**src/hw/chan_cfg_params.svh**
```systemverilog
`ifndef CHAN_CFG_PARAMS_SVH
`define CHAN_CFG_PARAMS_SVH
// Channel addresses
`define A_RS_DEC    8'h90
`define A_RS_INT    8'h91
`define A_RS_SCALE  8'h92
`define A_RSVD_A    8'h93
`define A_F5_DEC    8'h94
`define A_F5_SCALE  8'h95
`define A_RSVD_B    8'h96
`define A_CF_DEC    8'ha0
`define A_CF_PHASE  8'ha1
`define A_CF_TAPS   8'ha2
`define A_CF_OFF    8'ha3
`define A_CF_CTL    8'ha4
`define A_SIG_I     8'ha5
`define A_SIG_Q     8'ha6
`define A_ST_COUNT  8'ha7
`define A_MT_CTL    8'ha8
`define A_OUT_CTL   8'ha9
// Register widths
`define W_RS_DEC    12
`define W_RS_INT    9
`define W_RS_SCALE  12
`define W_F5_DEC    8
`define W_F5_SCALE  5
`define W_CF        8
`define W_CF_CTL    11
`define W_SIG       16
`define W_ST_COUNT  20
`define W_MT        3
`define W_OUT_CTL   10
// Field positions
`define SC_INV      11
`define SC_WT       10
`define SC_QUIET    9:5
`define SC_LOUD     4:0
`define CTL_BYPASS  10
`define CTL_OTHER   9
`define CTL_BANK    8
`define CTL_COMEXP  7
`define CTL_FORCE   6
`define CTL_FMT     5:4
`define CTL_SCALE   3:0
`define OC_MAP      9
`define OC_WORD16   5
`define MT_EN       0
`define MT_CFAIL    1
`define MT_DFAIL    2
// Constants
`define EXP_STEP_LO 2'h1
`define EXP_STEP_HI 2'h2
`define MEMTEST_CYCLES 1600
`define SIG_TAPS    16'hb400
`endif

```
**src/hw/chan_cfg_pkg.sv**
```systemverilog
package chan_cfg_pkg;
  // Configuration seen by the filter datapaths
  typedef struct packed {
    logic [12:0] resample_decimation;
    logic [9:0]  resample_interpolation;
    logic        exp_invert;
    logic [1:0]  exp_step_bits;
    logic [4:0]  active_scale;
    logic [8:0]  fifth_comb_decimation;
    logic [4:0]  fifth_comb_attenuation;
    logic [8:0]  coef_filter_decimation;
    logic [7:0]  coef_filter_phase_select;
    logic [8:0]  coef_filter_taps;
    logic [7:0]  coef_memory_pointer;
    logic        filter_bypass;
    logic        input_other;
    logic        coef_bank;
    logic        common_exponent;
    logic        force_scale;
    logic [1:0]  out_format;
    logic [3:0]  out_scale;
    logic        par_word_16;
  } cfg_s;
  // One filter output sample
  typedef struct packed {
    logic        valid;
    logic [15:0] i;
    logic [15:0] q;
  } sample_s;
  typedef enum logic [2:0] {
    MT_IDLE = 3'b001,
    MT_RUN  = 3'b010,
    MT_DONE = 3'b100
  } mt_state_e;
endpackage

```
**src/hw/sig_accum.sv**
```systemverilog
`timescale 1ns/1ps
`include "chan_cfg_params.svh"
module sig_accum #(
  parameter int          W    = 16,
  parameter logic [W-1:0] TAPS = `SIG_TAPS
) (
  input  wire logic         clk,
  input  wire logic         rst_n,
  input  wire logic         load_in,
  input  wire logic [W-1:0] load_val_in,
  input  wire logic         step_in,
  input  wire logic         map_in,
  input  wire logic [W-1:0] data_in,
  output logic      [W-1:0] sig_out
);
  logic fb;
  assign fb = ^(sig_out & TAPS);
  // Software load wins; else fold sample into signature or capture it
  always_ff @(posedge clk or negedge rst_n) begin
    if (!rst_n) begin
      sig_out <= '0;
    end else if (load_in) begin
      sig_out <= load_val_in;
    end else if (step_in) begin
      sig_out <= map_in ? data_in : ({sig_out[W-2:0], fb} ^ data_in);
    end
  end
endmodule

```
**src/hw/mem_test_seq.sv**
```systemverilog
`timescale 1ns/1ps
`include "chan_cfg_params.svh"
module mem_test_seq
  import chan_cfg_pkg::*;
(
  input  wire logic       clk,
  input  wire logic       rst_n,
  input  wire logic       start_in,
  input  wire logic       coef_storage_fail_in,
  input  wire logic       dmem_fail_in,
  output logic            busy_out,
  output logic            cfail_out,
  output logic            dfail_out
);
  mt_state_e   state_r;
  logic [10:0] cnt_r;
  // Sequencer: run a fixed window then return idle
  always_ff @(posedge clk or negedge rst_n) begin
    if (!rst_n) begin
      state_r <= MT_IDLE;
      cnt_r   <= '0;
    end else begin
      case (state_r)
        MT_IDLE: if (start_in) begin
          state_r <= MT_RUN;
          cnt_r   <= '0;
        end
        MT_RUN: begin
          cnt_r <= cnt_r + 11'h001;
          if (cnt_r == 11'(`MEMTEST_CYCLES - 1)) state_r <= MT_DONE;
        end
        MT_DONE: state_r <= MT_IDLE;
        default: state_r <= MT_IDLE;
      endcase
    end
  end
  assign busy_out = (state_r != MT_IDLE);
  // Failure flags: sticky during run, a start clears them and failures outside run are ignored
  always_ff @(posedge clk or negedge rst_n) begin
    if (!rst_n) begin
      cfail_out <= 1'b0;
      dfail_out <= 1'b0;
    end else begin
      if (state_r == MT_RUN && coef_storage_fail_in) cfail_out <= 1'b1;
      else if (state_r == MT_IDLE && start_in) cfail_out <= 1'b0;
      if (state_r == MT_RUN && dmem_fail_in) dfail_out <= 1'b1;
      else if (state_r == MT_IDLE && start_in) dfail_out <= 1'b0;
    end
  end
endmodule

```
**src/hw/channel_filter_config_bank.sv**
```systemverilog
`timescale 1ns/1ps
`include "chan_cfg_params.svh"
// Notes on behaviour
// Resample decimation register holds factor minus one; device uses value plus one.
// Software keeps resample decimation within 1 to 4096.
// Software keeps resample decimation above interpolation with a usable scale.
// Resample interpolation register holds factor minus one, range 1 to 512.
// Resample scale register feeds comb attenuation and exponent linearisation.
// Scale bit 11 inverts input exponent polarity.
// Scale bit 10 picks 6.02 or 12.02 dB per exponent step.
// Quiet scale bits 9-5, loud bits 4-0, chosen by level indicator.
// Software writes zero to reserved addresses 0x93 and 0x96.
// Fifth-order comb decimation stored minus one; keep within 1 to 32.
// Fifth-order comb scale bits 4-0 set growth attenuation.
// Coefficient filter decimation stored minus one, up to 256.
// Control bits 5-4 pick 12+4, 8+4 float or fixed output.
// Bit 7 shares one exponent; bit 6 forces output scale.
// Bit 8 coef bank, bit 10 bypass to signatures, bit 9 input source.
// Separate 16-bit signature registers for I and Q paths.
// 20-bit count sets accumulated outputs; read returns live counter.
// Memory test: bit 0 enable, bit 1 coef fail, bit 2 data fail.
// Output control bit 9 maps output data into signature registers.
// Output control bit 5 picks 16-bit or 12-bit parallel words.
// Tap-count register holds taps minus one; device uses plus one.
// Software starts memory test asleep, waits 1600 clocks, polls fails.
// Unused addresses between the comb and coef registers ignore writes, read zero.
// Each register keeps only its width; upper bits read zero.
module channel_filter_config_bank
  import chan_cfg_pkg::*;
(
  // Clock and reset
  input  wire logic               ref_clk_in,
  input  wire logic               resetn_in,
  // Channel address port
  input  wire logic [7:0]         chan_addr_in,
  input  wire logic               wr_en_in,
  input  wire logic               rd_en_in,
  input  wire logic [19:0]        wr_data_in,
  output logic      [19:0]        rd_data_out,
  output logic                    rd_valid_out,
  // Datapath status
  input  wire logic               level_indicator_in,
  input  wire chan_cfg_pkg::sample_s filter_sample_in,
  input  wire chan_cfg_pkg::sample_s comb5_sample_in,
  input  wire logic               coef_storage_fail_in,
  input  wire logic               dmem_fail_in,
  // Configuration and test status
  output chan_cfg_pkg::cfg_s      cfg_out,
  output logic                    selftest_busy_out,
  output logic                    mem_test_busy_out
);
  import chan_cfg_pkg::*;

  logic rst_meta_r;
  logic rst_n;
  logic [`W_RS_DEC-1:0]   rs_dec_r;
  logic [`W_RS_INT-1:0]   rs_int_r;
  logic [`W_RS_SCALE-1:0] rs_scale_r;
  logic [`W_F5_DEC-1:0]   f5_dec_r;
  logic [`W_F5_SCALE-1:0] f5_scale_r;
  logic [`W_CF-1:0]       cf_dec_r;
  logic [`W_CF-1:0]       cf_phase_r;
  logic [`W_CF-1:0]       cf_taps_r;
  logic [`W_CF-1:0]       cf_off_r;
  logic [`W_CF_CTL-1:0]   cf_ctl_r;
  logic [`W_OUT_CTL-1:0]  oc_r;
  logic [`W_ST_COUNT-1:0] st_count_r;
  logic [`W_SIG-1:0]      sig_i;
  logic [`W_SIG-1:0]      sig_q;
  logic [19:0]            rd_nxt;
  sample_s                src;
  logic                   step;
  logic                   map_mode;
  logic                   mt_start;
  logic                   mt_busy;
  logic                   mt_cfail;
  logic                   mt_dfail;
  logic                   wr_sig_i;
  logic                   wr_sig_q;

  // Reset release through two flops
  always_ff @(posedge ref_clk_in or negedge resetn_in) begin
    if (!resetn_in) begin
      rst_meta_r <= 1'b0;
      rst_n      <= 1'b0;
    end else begin
      rst_meta_r <= 1'b1;
      rst_n      <= rst_meta_r;
    end
  end

  // Resampling comb registers, width-trimmed on write
  always_ff @(posedge ref_clk_in or negedge rst_n) begin
    if (!rst_n) begin
      rs_dec_r   <= '0;
      rs_int_r   <= '0;
      rs_scale_r <= '0;
    end else if (wr_en_in) begin
      case (chan_addr_in)
        `A_RS_DEC:   rs_dec_r   <= wr_data_in[`W_RS_DEC-1:0];
        `A_RS_INT:   rs_int_r   <= wr_data_in[`W_RS_INT-1:0];
        `A_RS_SCALE: rs_scale_r <= wr_data_in[`W_RS_SCALE-1:0];
        default: ;
      endcase
    end
  end

  // Fifth-order comb registers; reserved neighbours hold nothing
  always_ff @(posedge ref_clk_in or negedge rst_n) begin
    if (!rst_n) begin
      f5_dec_r   <= '0;
      f5_scale_r <= '0;
    end else if (wr_en_in) begin
      case (chan_addr_in)
        `A_F5_DEC:   f5_dec_r   <= wr_data_in[`W_F5_DEC-1:0];
        `A_F5_SCALE: f5_scale_r <= wr_data_in[`W_F5_SCALE-1:0];
        default: ;
      endcase
    end
  end

  // Coefficient filter registers
  always_ff @(posedge ref_clk_in or negedge rst_n) begin
    if (!rst_n) begin
      cf_dec_r   <= '0;
      cf_phase_r <= '0;
      cf_taps_r  <= '0;
      cf_off_r   <= '0;
      cf_ctl_r   <= '0;
    end else if (wr_en_in) begin
      case (chan_addr_in)
        `A_CF_DEC:   cf_dec_r   <= wr_data_in[`W_CF-1:0];
        `A_CF_PHASE: cf_phase_r <= wr_data_in[`W_CF-1:0];
        `A_CF_TAPS:  cf_taps_r  <= wr_data_in[`W_CF-1:0];
        `A_CF_OFF:   cf_off_r   <= wr_data_in[`W_CF-1:0];
        `A_CF_CTL:   cf_ctl_r   <= wr_data_in[`W_CF_CTL-1:0];
        default: ;
      endcase
    end
  end

  // Output control register
  always_ff @(posedge ref_clk_in or negedge rst_n) begin
    if (!rst_n) begin
      oc_r <= '0;
    end else if (wr_en_in && chan_addr_in == `A_OUT_CTL) begin
      oc_r <= wr_data_in[`W_OUT_CTL-1:0];
    end
  end

  // Signature source: bypass routes comb output past the filter
  assign src      = cf_ctl_r[`CTL_BYPASS] ? comb5_sample_in : filter_sample_in;
  assign map_mode = oc_r[`OC_MAP];
  assign step     = src.valid && (map_mode || st_count_r != '0);
  assign wr_sig_i = wr_en_in && chan_addr_in == `A_SIG_I;
  assign wr_sig_q = wr_en_in && chan_addr_in == `A_SIG_Q;

  // Output counter: write loads and starts, each sample outside map mode counts down until zero
  always_ff @(posedge ref_clk_in or negedge rst_n) begin
    if (!rst_n) begin
      st_count_r <= '0;
    end else if (wr_en_in && chan_addr_in == `A_ST_COUNT) begin
      st_count_r <= wr_data_in[`W_ST_COUNT-1:0];
    end else if (src.valid && !map_mode && st_count_r != '0) begin
      st_count_r <= st_count_r - 20'h0_0001;
    end
  end

  // I and Q signature registers
  sig_accum #(
    .W    (`W_SIG),
    .TAPS (`SIG_TAPS)
  ) u_sig_i (
    .clk         (ref_clk_in),
    .rst_n       (rst_n),
    .load_in     (wr_sig_i),
    .load_val_in (wr_data_in[`W_SIG-1:0]),
    .step_in     (step),
    .map_in      (map_mode),
    .data_in     (src.i),
    .sig_out     (sig_i)
  );

  sig_accum #(
    .W    (`W_SIG),
    .TAPS (`SIG_TAPS)
  ) u_sig_q (
    .clk         (ref_clk_in),
    .rst_n       (rst_n),
    .load_in     (wr_sig_q),
    .load_val_in (wr_data_in[`W_SIG-1:0]),
    .step_in     (step),
    .map_in      (map_mode),
    .data_in     (src.q),
    .sig_out     (sig_q)
  );

  // Memory test sequencer
  assign mt_start = wr_en_in && chan_addr_in == `A_MT_CTL && wr_data_in[`MT_EN];

  mem_test_seq u_mem_test (
    .clk          (ref_clk_in),
    .rst_n        (rst_n),
    .start_in     (mt_start),
    .coef_storage_fail_in (coef_storage_fail_in),
    .dmem_fail_in (dmem_fail_in),
    .busy_out     (mt_busy),
    .cfail_out    (mt_cfail),
    .dfail_out    (mt_dfail)
  );

  // Read mux; unused and reserved addresses return zero
  always_comb begin
    rd_nxt = 20'h0_0000;
    case (chan_addr_in)
      `A_RS_DEC:   rd_nxt = 20'(rs_dec_r);
      `A_RS_INT:   rd_nxt = 20'(rs_int_r);
      `A_RS_SCALE: rd_nxt = 20'(rs_scale_r);
      `A_F5_DEC:   rd_nxt = 20'(f5_dec_r);
      `A_F5_SCALE: rd_nxt = 20'(f5_scale_r);
      `A_CF_DEC:   rd_nxt = 20'(cf_dec_r);
      `A_CF_PHASE: rd_nxt = 20'(cf_phase_r);
      `A_CF_TAPS:  rd_nxt = 20'(cf_taps_r);
      `A_CF_OFF:   rd_nxt = 20'(cf_off_r);
      `A_CF_CTL:   rd_nxt = 20'(cf_ctl_r);
      `A_SIG_I:    rd_nxt = 20'(sig_i);
      `A_SIG_Q:    rd_nxt = 20'(sig_q);
      `A_ST_COUNT: rd_nxt = st_count_r;
      `A_MT_CTL:   rd_nxt = 20'({mt_dfail, mt_cfail, mt_busy});
      `A_OUT_CTL:  rd_nxt = 20'(oc_r);
      default:     rd_nxt = 20'h0_0000;
    endcase
  end

  // Registered read answer, one cycle after the strobe
  always_ff @(posedge ref_clk_in or negedge rst_n) begin
    if (!rst_n) begin
      rd_data_out  <= '0;
      rd_valid_out <= 1'b0;
    end else begin
      rd_valid_out <= rd_en_in;
      if (rd_en_in) rd_data_out <= rd_nxt;
    end
  end

  // Resampling comb configuration
  always_ff @(posedge ref_clk_in or negedge rst_n) begin
    if (!rst_n) begin
      cfg_out.resample_decimation    <= '0;
      cfg_out.resample_interpolation <= '0;
      cfg_out.exp_invert             <= 1'b0;
      cfg_out.exp_step_bits          <= `EXP_STEP_LO;
      cfg_out.active_scale           <= '0;
    end else begin
      cfg_out.resample_decimation    <= 13'(rs_dec_r) + 13'h0001;
      cfg_out.resample_interpolation <= 10'(rs_int_r) + 10'h001;
      cfg_out.exp_invert             <= rs_scale_r[`SC_INV];
      cfg_out.exp_step_bits          <= rs_scale_r[`SC_WT] ? `EXP_STEP_HI
                                                           : `EXP_STEP_LO;
      cfg_out.active_scale           <= level_indicator_in ? rs_scale_r[`SC_QUIET]
                                                           : rs_scale_r[`SC_LOUD];
    end
  end

  // Fifth-order comb and coefficient filter configuration
  always_ff @(posedge ref_clk_in or negedge rst_n) begin
    if (!rst_n) begin
      cfg_out.fifth_comb_decimation    <= '0;
      cfg_out.fifth_comb_attenuation   <= '0;
      cfg_out.coef_filter_decimation   <= '0;
      cfg_out.coef_filter_phase_select <= '0;
      cfg_out.coef_filter_taps         <= '0;
      cfg_out.coef_memory_pointer      <= '0;
    end else begin
      cfg_out.fifth_comb_decimation    <= 9'(f5_dec_r) + 9'h001;
      cfg_out.fifth_comb_attenuation   <= f5_scale_r;
      cfg_out.coef_filter_decimation   <= 9'(cf_dec_r) + 9'h001;
      cfg_out.coef_filter_phase_select <= cf_phase_r;
      cfg_out.coef_filter_taps         <= 9'(cf_taps_r) + 9'h001;
      cfg_out.coef_memory_pointer      <= cf_off_r;
    end
  end

  // Output formatting and test status
  always_ff @(posedge ref_clk_in or negedge rst_n) begin
    if (!rst_n) begin
      cfg_out.filter_bypass   <= 1'b0;
      cfg_out.input_other     <= 1'b0;
      cfg_out.coef_bank       <= 1'b0;
      cfg_out.common_exponent <= 1'b0;
      cfg_out.force_scale     <= 1'b0;
      cfg_out.out_format      <= '0;
      cfg_out.out_scale       <= '0;
      cfg_out.par_word_16     <= 1'b0;
      selftest_busy_out       <= 1'b0;
      mem_test_busy_out       <= 1'b0;
    end else begin
      cfg_out.filter_bypass   <= cf_ctl_r[`CTL_BYPASS];
      cfg_out.input_other     <= cf_ctl_r[`CTL_OTHER];
      cfg_out.coef_bank       <= cf_ctl_r[`CTL_BANK];
      cfg_out.common_exponent <= cf_ctl_r[`CTL_COMEXP];
      cfg_out.force_scale     <= cf_ctl_r[`CTL_FORCE];
      cfg_out.out_format      <= cf_ctl_r[`CTL_FMT];
      cfg_out.out_scale       <= cf_ctl_r[`CTL_SCALE];
      cfg_out.par_word_16     <= oc_r[`OC_WORD16];
      selftest_busy_out       <= st_count_r != '0;
      mem_test_busy_out       <= mt_busy;
    end
  end
endmodule

```
**config.mk**
```make
export PLATFORM = sky130hd
export DESIGN_NAME = channel_filter_config_bank
export DESIGN_NICKNAME = d
export VERILOG_FILES = /design/src/hw/chan_cfg_pkg.sv /design/src/hw/sig_accum.sv /design/src/hw/mem_test_seq.sv /design/src/hw/channel_filter_config_bank.sv
export VERILOG_INCLUDE_DIRS = /design/src /design/src/hw
export SDC_FILE = /design/constraint.sdc
export NUM_CORES = 1
export LEC_CHECK = 0
export BUFFER_PORTS_ARGS = -buffer_cell sky130_fd_sc_hd__buf_2
export CAP_MARGIN = 20
export CELL_PAD_IN_SITES_DETAIL_PLACEMENT = 1
export CELL_PAD_IN_SITES_GLOBAL_PLACEMENT = 2
export CORE_MARGIN = 2
export CORE_UTILIZATION = 38
export DETAILED_ROUTE_END_ITERATION = 12
export PLACE_DENSITY_LB_ADDON = 0.1
export REMOVE_ABC_BUFFERS = 1
export SETUP_SLACK_MARGIN = 0.2
export SLEW_MARGIN = 10
export SYNTH_ARGS = -nofsm -noshare
export SYNTH_HDL_FRONTEND = slang
export SYNTH_HIERARCHICAL = 1
export SYNTH_SLANG_ARGS = --single-unit
export TNS_END_PERCENT = 30
```
**constraint.sdc**
```tcl
create_clock -name ref_clk_in -period 12.1 [get_ports ref_clk_in]
set_input_delay 1.815 -clock ref_clk_in [delete_from_list [all_inputs] [get_ports ref_clk_in]]
set_output_delay 1.815 -clock ref_clk_in [all_outputs]
set_load 0.02 [all_outputs]
```
## Word-level counts from Yosys, hierarchy flattened

Cells that the tools add are included.

- Add/subtract/negate cells: 7
- Equal/unequal tests: 21
- Muxes and demuxes: 20
- Bitwise logic cells: 2
- Reductions and logical operators: 35

Operators by type and width:

| cell | count |
|---|---|
| $pmux W20 S15 | 1 |
| $eq A8 B8 Y1 const B | 15 |
| $mux W16 | 6 |
| $mux W20 | 2 |
| $mux W33 | 1 |
| $reduce_xor A16 Y1 | 2 |
| $xor A16 B16 Y16 | 2 |
| $add A8 B1 Y9 const B | 3 |
| $reduce_and A2 Y1 | 12 |
| $pmux W11 S2 | 1 |
| $reduce_bool A20 Y1 | 1 |
| $sub A20 B1 Y20 const B | 1 |
| $add A12 B1 Y13 const B | 1 |
| $logic_and A1 B1 Y1 | 12 |
| $reduce_bool A2 Y1 | 6 |
| $add A11 B1 Y11 const B | 1 |
| $eq A11 B11 Y1 const B | 1 |
| $mux W11 | 1 |
| $add A9 B1 Y10 const B | 1 |
| $mux W3 | 2 |
| $pmux W3 S2 | 1 |
| $mux W5 | 1 |
| $ne A2 B1 Y1 const B | 2 |
| $eq A3 B1 Y1 const B | 1 |
| other kinds (6) | 8 |

- Flip-flop bits (word level): 283
- Bits of input ports: 101
- Output and inout port bits: 114
- Word-level logic and storage cells: 128

## Depth between registers and ports, before layout

- Depth in word-level cells: 6
- Gate-level depth with buffers: 11
- Depth with buffers taken out: 9

## Hierarchy

Netlist, hierarchy kept.

Modules (own cells, without submodules):

| module | times used | cells an instance | area an instance (um^2) | sequential area each (um^2) |
|---|---|---|---|---|
| channel_filter_config_bank | 1 | 883 | 10,695.3 | 5,881.9 |
| sig_accum | 2 | 108 | 1,028.5 | 400.4 |
| mem_test_seq | 1 | 74 | 814.5 | 401.6 |

## Worst setup path after synthesis

No wires, ideal clock.

- Path kind: input to register
- From: input port chan_addr_in[2]
- To: register u_sig_i.sig_out[5]
- Setup time: 132 ps
- Arrival: 3,317 ps
- Data required time: 11,968 ps
- Slack: 8,651 ps
- Cell stages on the path: 7
- Path buffers: 3
- Cells stage by stage: buf_2 -> nor2b_1 -> clkbuf_1 -> nand2_1 -> nor2_1 -> clkbuf_1 -> o21ai_1

- Longest elaborated chain between the ends: 3
- Elaborated cells between the ends (all ways): 4
- Classes of those cells: eq/ne (1); mux (1); reduce/logical (2)

RTL lines:

| element | RTL line | RTL |
|---|---|---|
| start: declaration | channel_filter_config_bank.sv:35 | `input wire logic [7:0] chan_addr_in,` |
| $eq A8 B8 Y1 * | n/a |  |
| $logic_and A1 B1 Y1 (no source line) * | n/a |  |
| named net wr_sig_i | channel_filter_config_bank.sv:78 | `logic wr_sig_i;` |
| $mux W16 / $reduce_bool A2 Y1 (equally long branches) | n/a |  |
| end signal: assignment | sig_accum.sv:23 | `sig_out <= load_val_in;` |
| end signal: assignment | sig_accum.sv:25 | `sig_out <= map_in ? data_in : ({sig_out[W-2:0], fb} ^ data_in);` |
| end: declaration | sig_accum.sv:14 | `output logic [W-1:0] sig_out` |

Mark *: on every way through the listed nets, which the timed path passes. The rest lies on a longest branch.
A chain may end at the register's enable or synchronous reset.

## Final worst setup path

- From: input port chan_addr_in[0]
- To: register oc_r[8]

- Longest elaborated chain between the ends: 2

RTL lines:

| element | RTL line | RTL |
|---|---|---|
| $eq A8 B8 Y1 | n/a |  |
| $logic_and A1 B1 Y1 (no source line) | n/a |  |
| end signal: assignment | channel_filter_config_bank.sv:147 | `` oc_r <= wr_data_in[`W_OUT_CTL-1:0]; `` |
| end: declaration | channel_filter_config_bank.sv:66 | `` logic [`W_OUT_CTL-1:0] oc_r; `` |

Every way passes these cells.

==> results <==
- The critical path goes through buf_2 > buf_4 > nor2b_1 > nand2_1 > nor2_1 > mux2_2.
- The via-per-instance ratio is 5.53.
- The stage delay of the slowest cell on the critical path is 0.72 ns.
- The standard cell with the maximum stage delay on the critical path is sky130_fd_sc_hd__nor2_1.
- The number of buffer and inverter instances along the worst setup path is 2.
- The root buffer cell is sky130_fd_sc_hd__clkbuf_16.
- The library cell used most frequently in the layout, excluding fill and tap cells, is sky130_fd_sc_hd__dfrtp_1.
- The average instance in the mapped netlist occupies 11.6 um^2.
- The buffer levels on the longest clock path is 3.
- The clock-pin slew on the worst setup and hold paths is 0.06 ns.
- The capturing point of the worst reg2reg path is u_sig_i/sig_out[11].
- After synthesis, the share of flip-flops with an asynchronous set or reset is 1.00.
- After synthesis the cells add up to 13600 um^2.
- The max-capacitance violation count is 0.
- The post-route clock period utilization is 0.341.
- Summed over all layers, the global routing overflow is 0.
- The source of the worst hold timing path is rst_meta_r.
- Based on the critical path, the design can be clocked at up to 242 MHz.
- The run finished with clean final reports.
- During synthesis, Yosys emitted a total of 6 warnings.
- The library cells used most frequently in the layout, excluding fill and tap cells, are sky130_fd_sc_hd__dfrtp_1 (279), sky130_fd_sc_hd__buf_2 (214), sky130_fd_sc_hd__mux2_2 (132), sky130_fd_sc_hd__nand2_1 (83), sky130_fd_sc_hd__xnor2_1 (68).
- The average wire per cell in the routed design is 23.8 um.
- The category of the worst setup path capture point is a flop.
- In this run the post-CTS setup repair buffer count came out at 0.
- The min-delay analysis places its worst path in the category flop to flop.
- The final sum of negative setup slack is 0 ns.
- Detailed placement ended at an HPWL of 30.6 mm.
- The startpoint of the lowest-slack register-to-register path is st_count_r[0].
- The sequential share of power is 0.436.
- The library cell occupying the most area in the post-synthesis netlist is sky130_fd_sc_hd__dfrtp_1.
- The share of layout cells above drive strength 1 is 0.317.
- The number of unique standard cell types used by synthesis is 75.
- Before CTS, the worst setup slack after placement is 7.51 ns.
- In the final layout, the multi-input gates occupy 6120 um^2.
- Routability-driven placement finished with a final weighted congestion of 0.828.
- The kind of start point of the critical path is a primary input.
- IR analysis of the VDD net gives a maximum drop of 0.0876 mV.
- For this design the ratio of total power to cell area is 158 nW/um^2.
- The share of the synthesized area in the top cell type is 0.518.
- Setup repair after global routing left no endpoint under its margin.
- The register bit count reported by yosys is 283.
- The instance count of the mapped netlist is 1173.
- The die outline area is 37200 um^2.
- The total routed wirelength is 44.1 mm.
- The post-route DRC violation count is 0.
- The analysis attributes to net switching a power of 0.709 mW.
- The level count of the clock H-tree is 2.
- Yosys mapped a number of flops with a built-in enable equal to 0.
- The count of final hold-check violations came to 0.
- The footprint of the flip-flops and latches is 7090 um^2.
- The first global-routing pass estimated 65.9 mm of wire.
- The number of clock buffers added by TritonCTS is 34.
- The worst slew margin relative to its limit is 0.312.
- The critical path is of the primary input to flop type.
- In this run the core area contains 69 standard-cell rows.
- The cell leakage power is 7.65 nW.
- The number of gates resized after cts is 0.
- For this run, the register share of the synthesized area comes to 0.522.
- The share of total power in the clock network is 0.423.
- Setup slack closes at 7.97 ns.
- The die is 193 um wide.
- The largest net degree at the start of global routing is 175.
- The number of antenna cells inserted is 0.
- The kind of cell with the highest combined delay along the critical path is simple AND/OR/NAND/NOR gates.
- For this run, the share of the core covered by cells in the final layout is 0.459.
- The core outline area is 35400 um^2.
- The layout net count is 1475.
- The internal portion of the total power is 1.86 mW.
- The quantity of hold-fixing buffers added after cts is 0.
- The effective utilization at floorplan is 0.383.
- The worst hold path depth is 0.
- The remaining antenna violation count after routing is 0.
- The end of the worst hold path is rst_n.
- The setup slack on the worst flop-to-flop path is 9.09 ns.
- The vias after detailed routing is 10228.
- The time the worst path needs with I/O delays and setup is 4.13 ns.
- TritonCTS built the clock tree.
- The initial antenna violation count is 0.
- Of all nets on the critical path, the largest fanout is 55.
- The I/O pin count is 215.
- The first-pass iteration count of the detailed router is 6.
- Among all flip-flop cells after synthesis, the most frequent one is sky130_fd_sc_hd__dfrtp_1.
- The via count of the first global-routing pass is 10497.
- The count of input and output buffers is 214.
- Of the total power, the share spent switching nets is 0.276.
- The total routing resource utilization after global routing is 0.238.
- For the pin with the worst max-slew slack, the measured transition is 1.03 ns.
- Setup violations remaining at the end of the flow were counted as 0.
- The final setup skew is 0.0197 ns.
- The number of cells on the worst reg-to-reg path is 9.
- By area the synthesized netlist is led by sky130_fd_sc_hd__dfrtp_1 (52%), sky130_fd_sc_hd__mux2_2 (11%), sky130_fd_sc_hd__xnor2_1 (4.4%).
- Of the total power, combinational logic draws 0.140.
- The detailed router finished its first iteration with 578 violations.
- The tree built by TritonCTS fans out to 283 sinks.
- The total of fill cells in the finished design is 3858.
- The latest clock arrival within the worst-skew pair is 0.52 ns.
- The total count of max-transition violations in the final report is 0.
- The data required time of the critical path is 12.49 ns.
- The critical path data arrival time is 4.52 ns.
- The post-synthesis to final-layout area growth is 19.7%.
- The height of the chip is 193 um.
-- cell type report --
class | instances | share of cell area
clock buffer | 50 | 0.0623
clock inverter | 9 | 0.0107
inverter | 16 | 0.00370
multi-input combinational | 802 | 0.377
sequential | 283 | 0.437
tap | 461 | 0.0355
timing repair buffer | 229 | 0.0741
-- worst max path at each step --
| stage | start | end | cells after the start |
|---|---|---|---|
| after global routing | chan_addr_in[0] | oc_r[0] | 6 |
| after detailed placement | chan_addr_in[0] | oc_r[7] | 6 |
| after global placement | chan_addr_in[4] | cf_phase_r[1] | 6 |
| after floorplan | rst_n | cf_ctl_r[0] | 0 |
| after CTS | chan_addr_in[0] | oc_r[3] | 6 |
| final | chan_addr_in[0] | oc_r[8] | 6 |
-- cells by family after synthesis --
logic type               after synthesis  synth area share
AO/OA/AOI/OAI                        183            0.0931
flip-flops                           283             0.522
buffers and inverters                 88            0.0290
other                                  1          0.000276
multiplexers                         191             0.157
XOR/XNOR                              85            0.0549
AND/OR/NAND/NOR                      334             0.136
adder cells (fa/ha/maj)                8           0.00738
-- sequential cells by signal, indices dropped and copies added, names as in the netlist, 3 cells and up --
name	count
u_sig_i/sig_out	16
f5_scale_r	5
cfg_out	91
rs_int_r	9
u_mem_test/cnt_r	11
cf_ctl_r	11
rs_scale_r	12
u_sig_q/sig_out	16
u_mem_test/state_r	3
cf_phase_r	8
cf_off_r	8
st_count_r	20
cf_taps_r	8
f5_dec_r	8
rd_data_out	20
cf_dec_r	8
oc_r	10
rs_dec_r	12
-- layer usage --
layer / GRT usage / routed length [um]
met4: 0.0621 / 950
met1: 0.329 / 19700
met3: 0.0344 / 2360
met2: 0.393 / 21100
met5: 0 / 0
-- power groups by stage --
stage	sequential [mW]	combinational [mW]	clock [mW]
5_1_grt	1.13	0.399	1.15
4_1_cts	1.12	0.366	1.12
6_report	1.12	0.361	1.09
3_3_place_gp	1.14	0.356	0
2_1_floorplan	1.13	0.212	0
3_5_place_dp	1.14	0.364	0
-- metrics by stage --
stage / power, mW / area, um^2 / instances / hold WS (ns)
finish: 2.57 / 16200 / 1850 / 0.350
global route: 2.68 / 16200 / 1850 / 0.355
CTS: 2.60 / 16200 / 1850 / 0.351
detailed placement: 1.50 / 15100 / 1791 / 0.339
global placement: 1.49 / 15000 / 1790 / 0.335
floorplan: 1.34 / 13200 / 1101 / 0.331
-- synthesized netlist by cell type, types with 8 or more instances --
library cell,instances
sky130_fd_sc_hd__dfrtp_1,281
sky130_fd_sc_hd__mux2_2,132
sky130_fd_sc_hd__nand2_1,83
sky130_fd_sc_hd__xnor2_1,68
sky130_fd_sc_hd__nor2_1,52
sky130_fd_sc_hd__clkbuf_1,45
sky130_fd_sc_hd__nand3_1,45
sky130_fd_sc_hd__mux2i_1,42
sky130_fd_sc_hd__a21oi_1,30
sky130_fd_sc_hd__nand2b_1,29
sky130_fd_sc_hd__o21ai_0,26
sky130_fd_sc_hd__nand4_1,22
sky130_fd_sc_hd__o21ai_1,21
sky130_fd_sc_hd__a22oi_1,20
sky130_fd_sc_hd__xor2_1,17
sky130_fd_sc_hd__and3_1,16
sky130_fd_sc_hd__inv_1,16
sky130_fd_sc_hd__mux2_1,14
sky130_fd_sc_hd__a22o_1,12
sky130_fd_sc_hd__buf_2,11
sky130_fd_sc_hd__nor4_1,11
sky130_fd_sc_hd__nor2b_1,9
sky130_fd_sc_hd__o211ai_1,9
sky130_fd_sc_hd__a311oi_1,8
sky130_fd_sc_hd__and2_1,8
sky130_fd_sc_hd__buf_1,8
sky130_fd_sc_hd__ha_1,8
(Power assumes the default switching activity.)
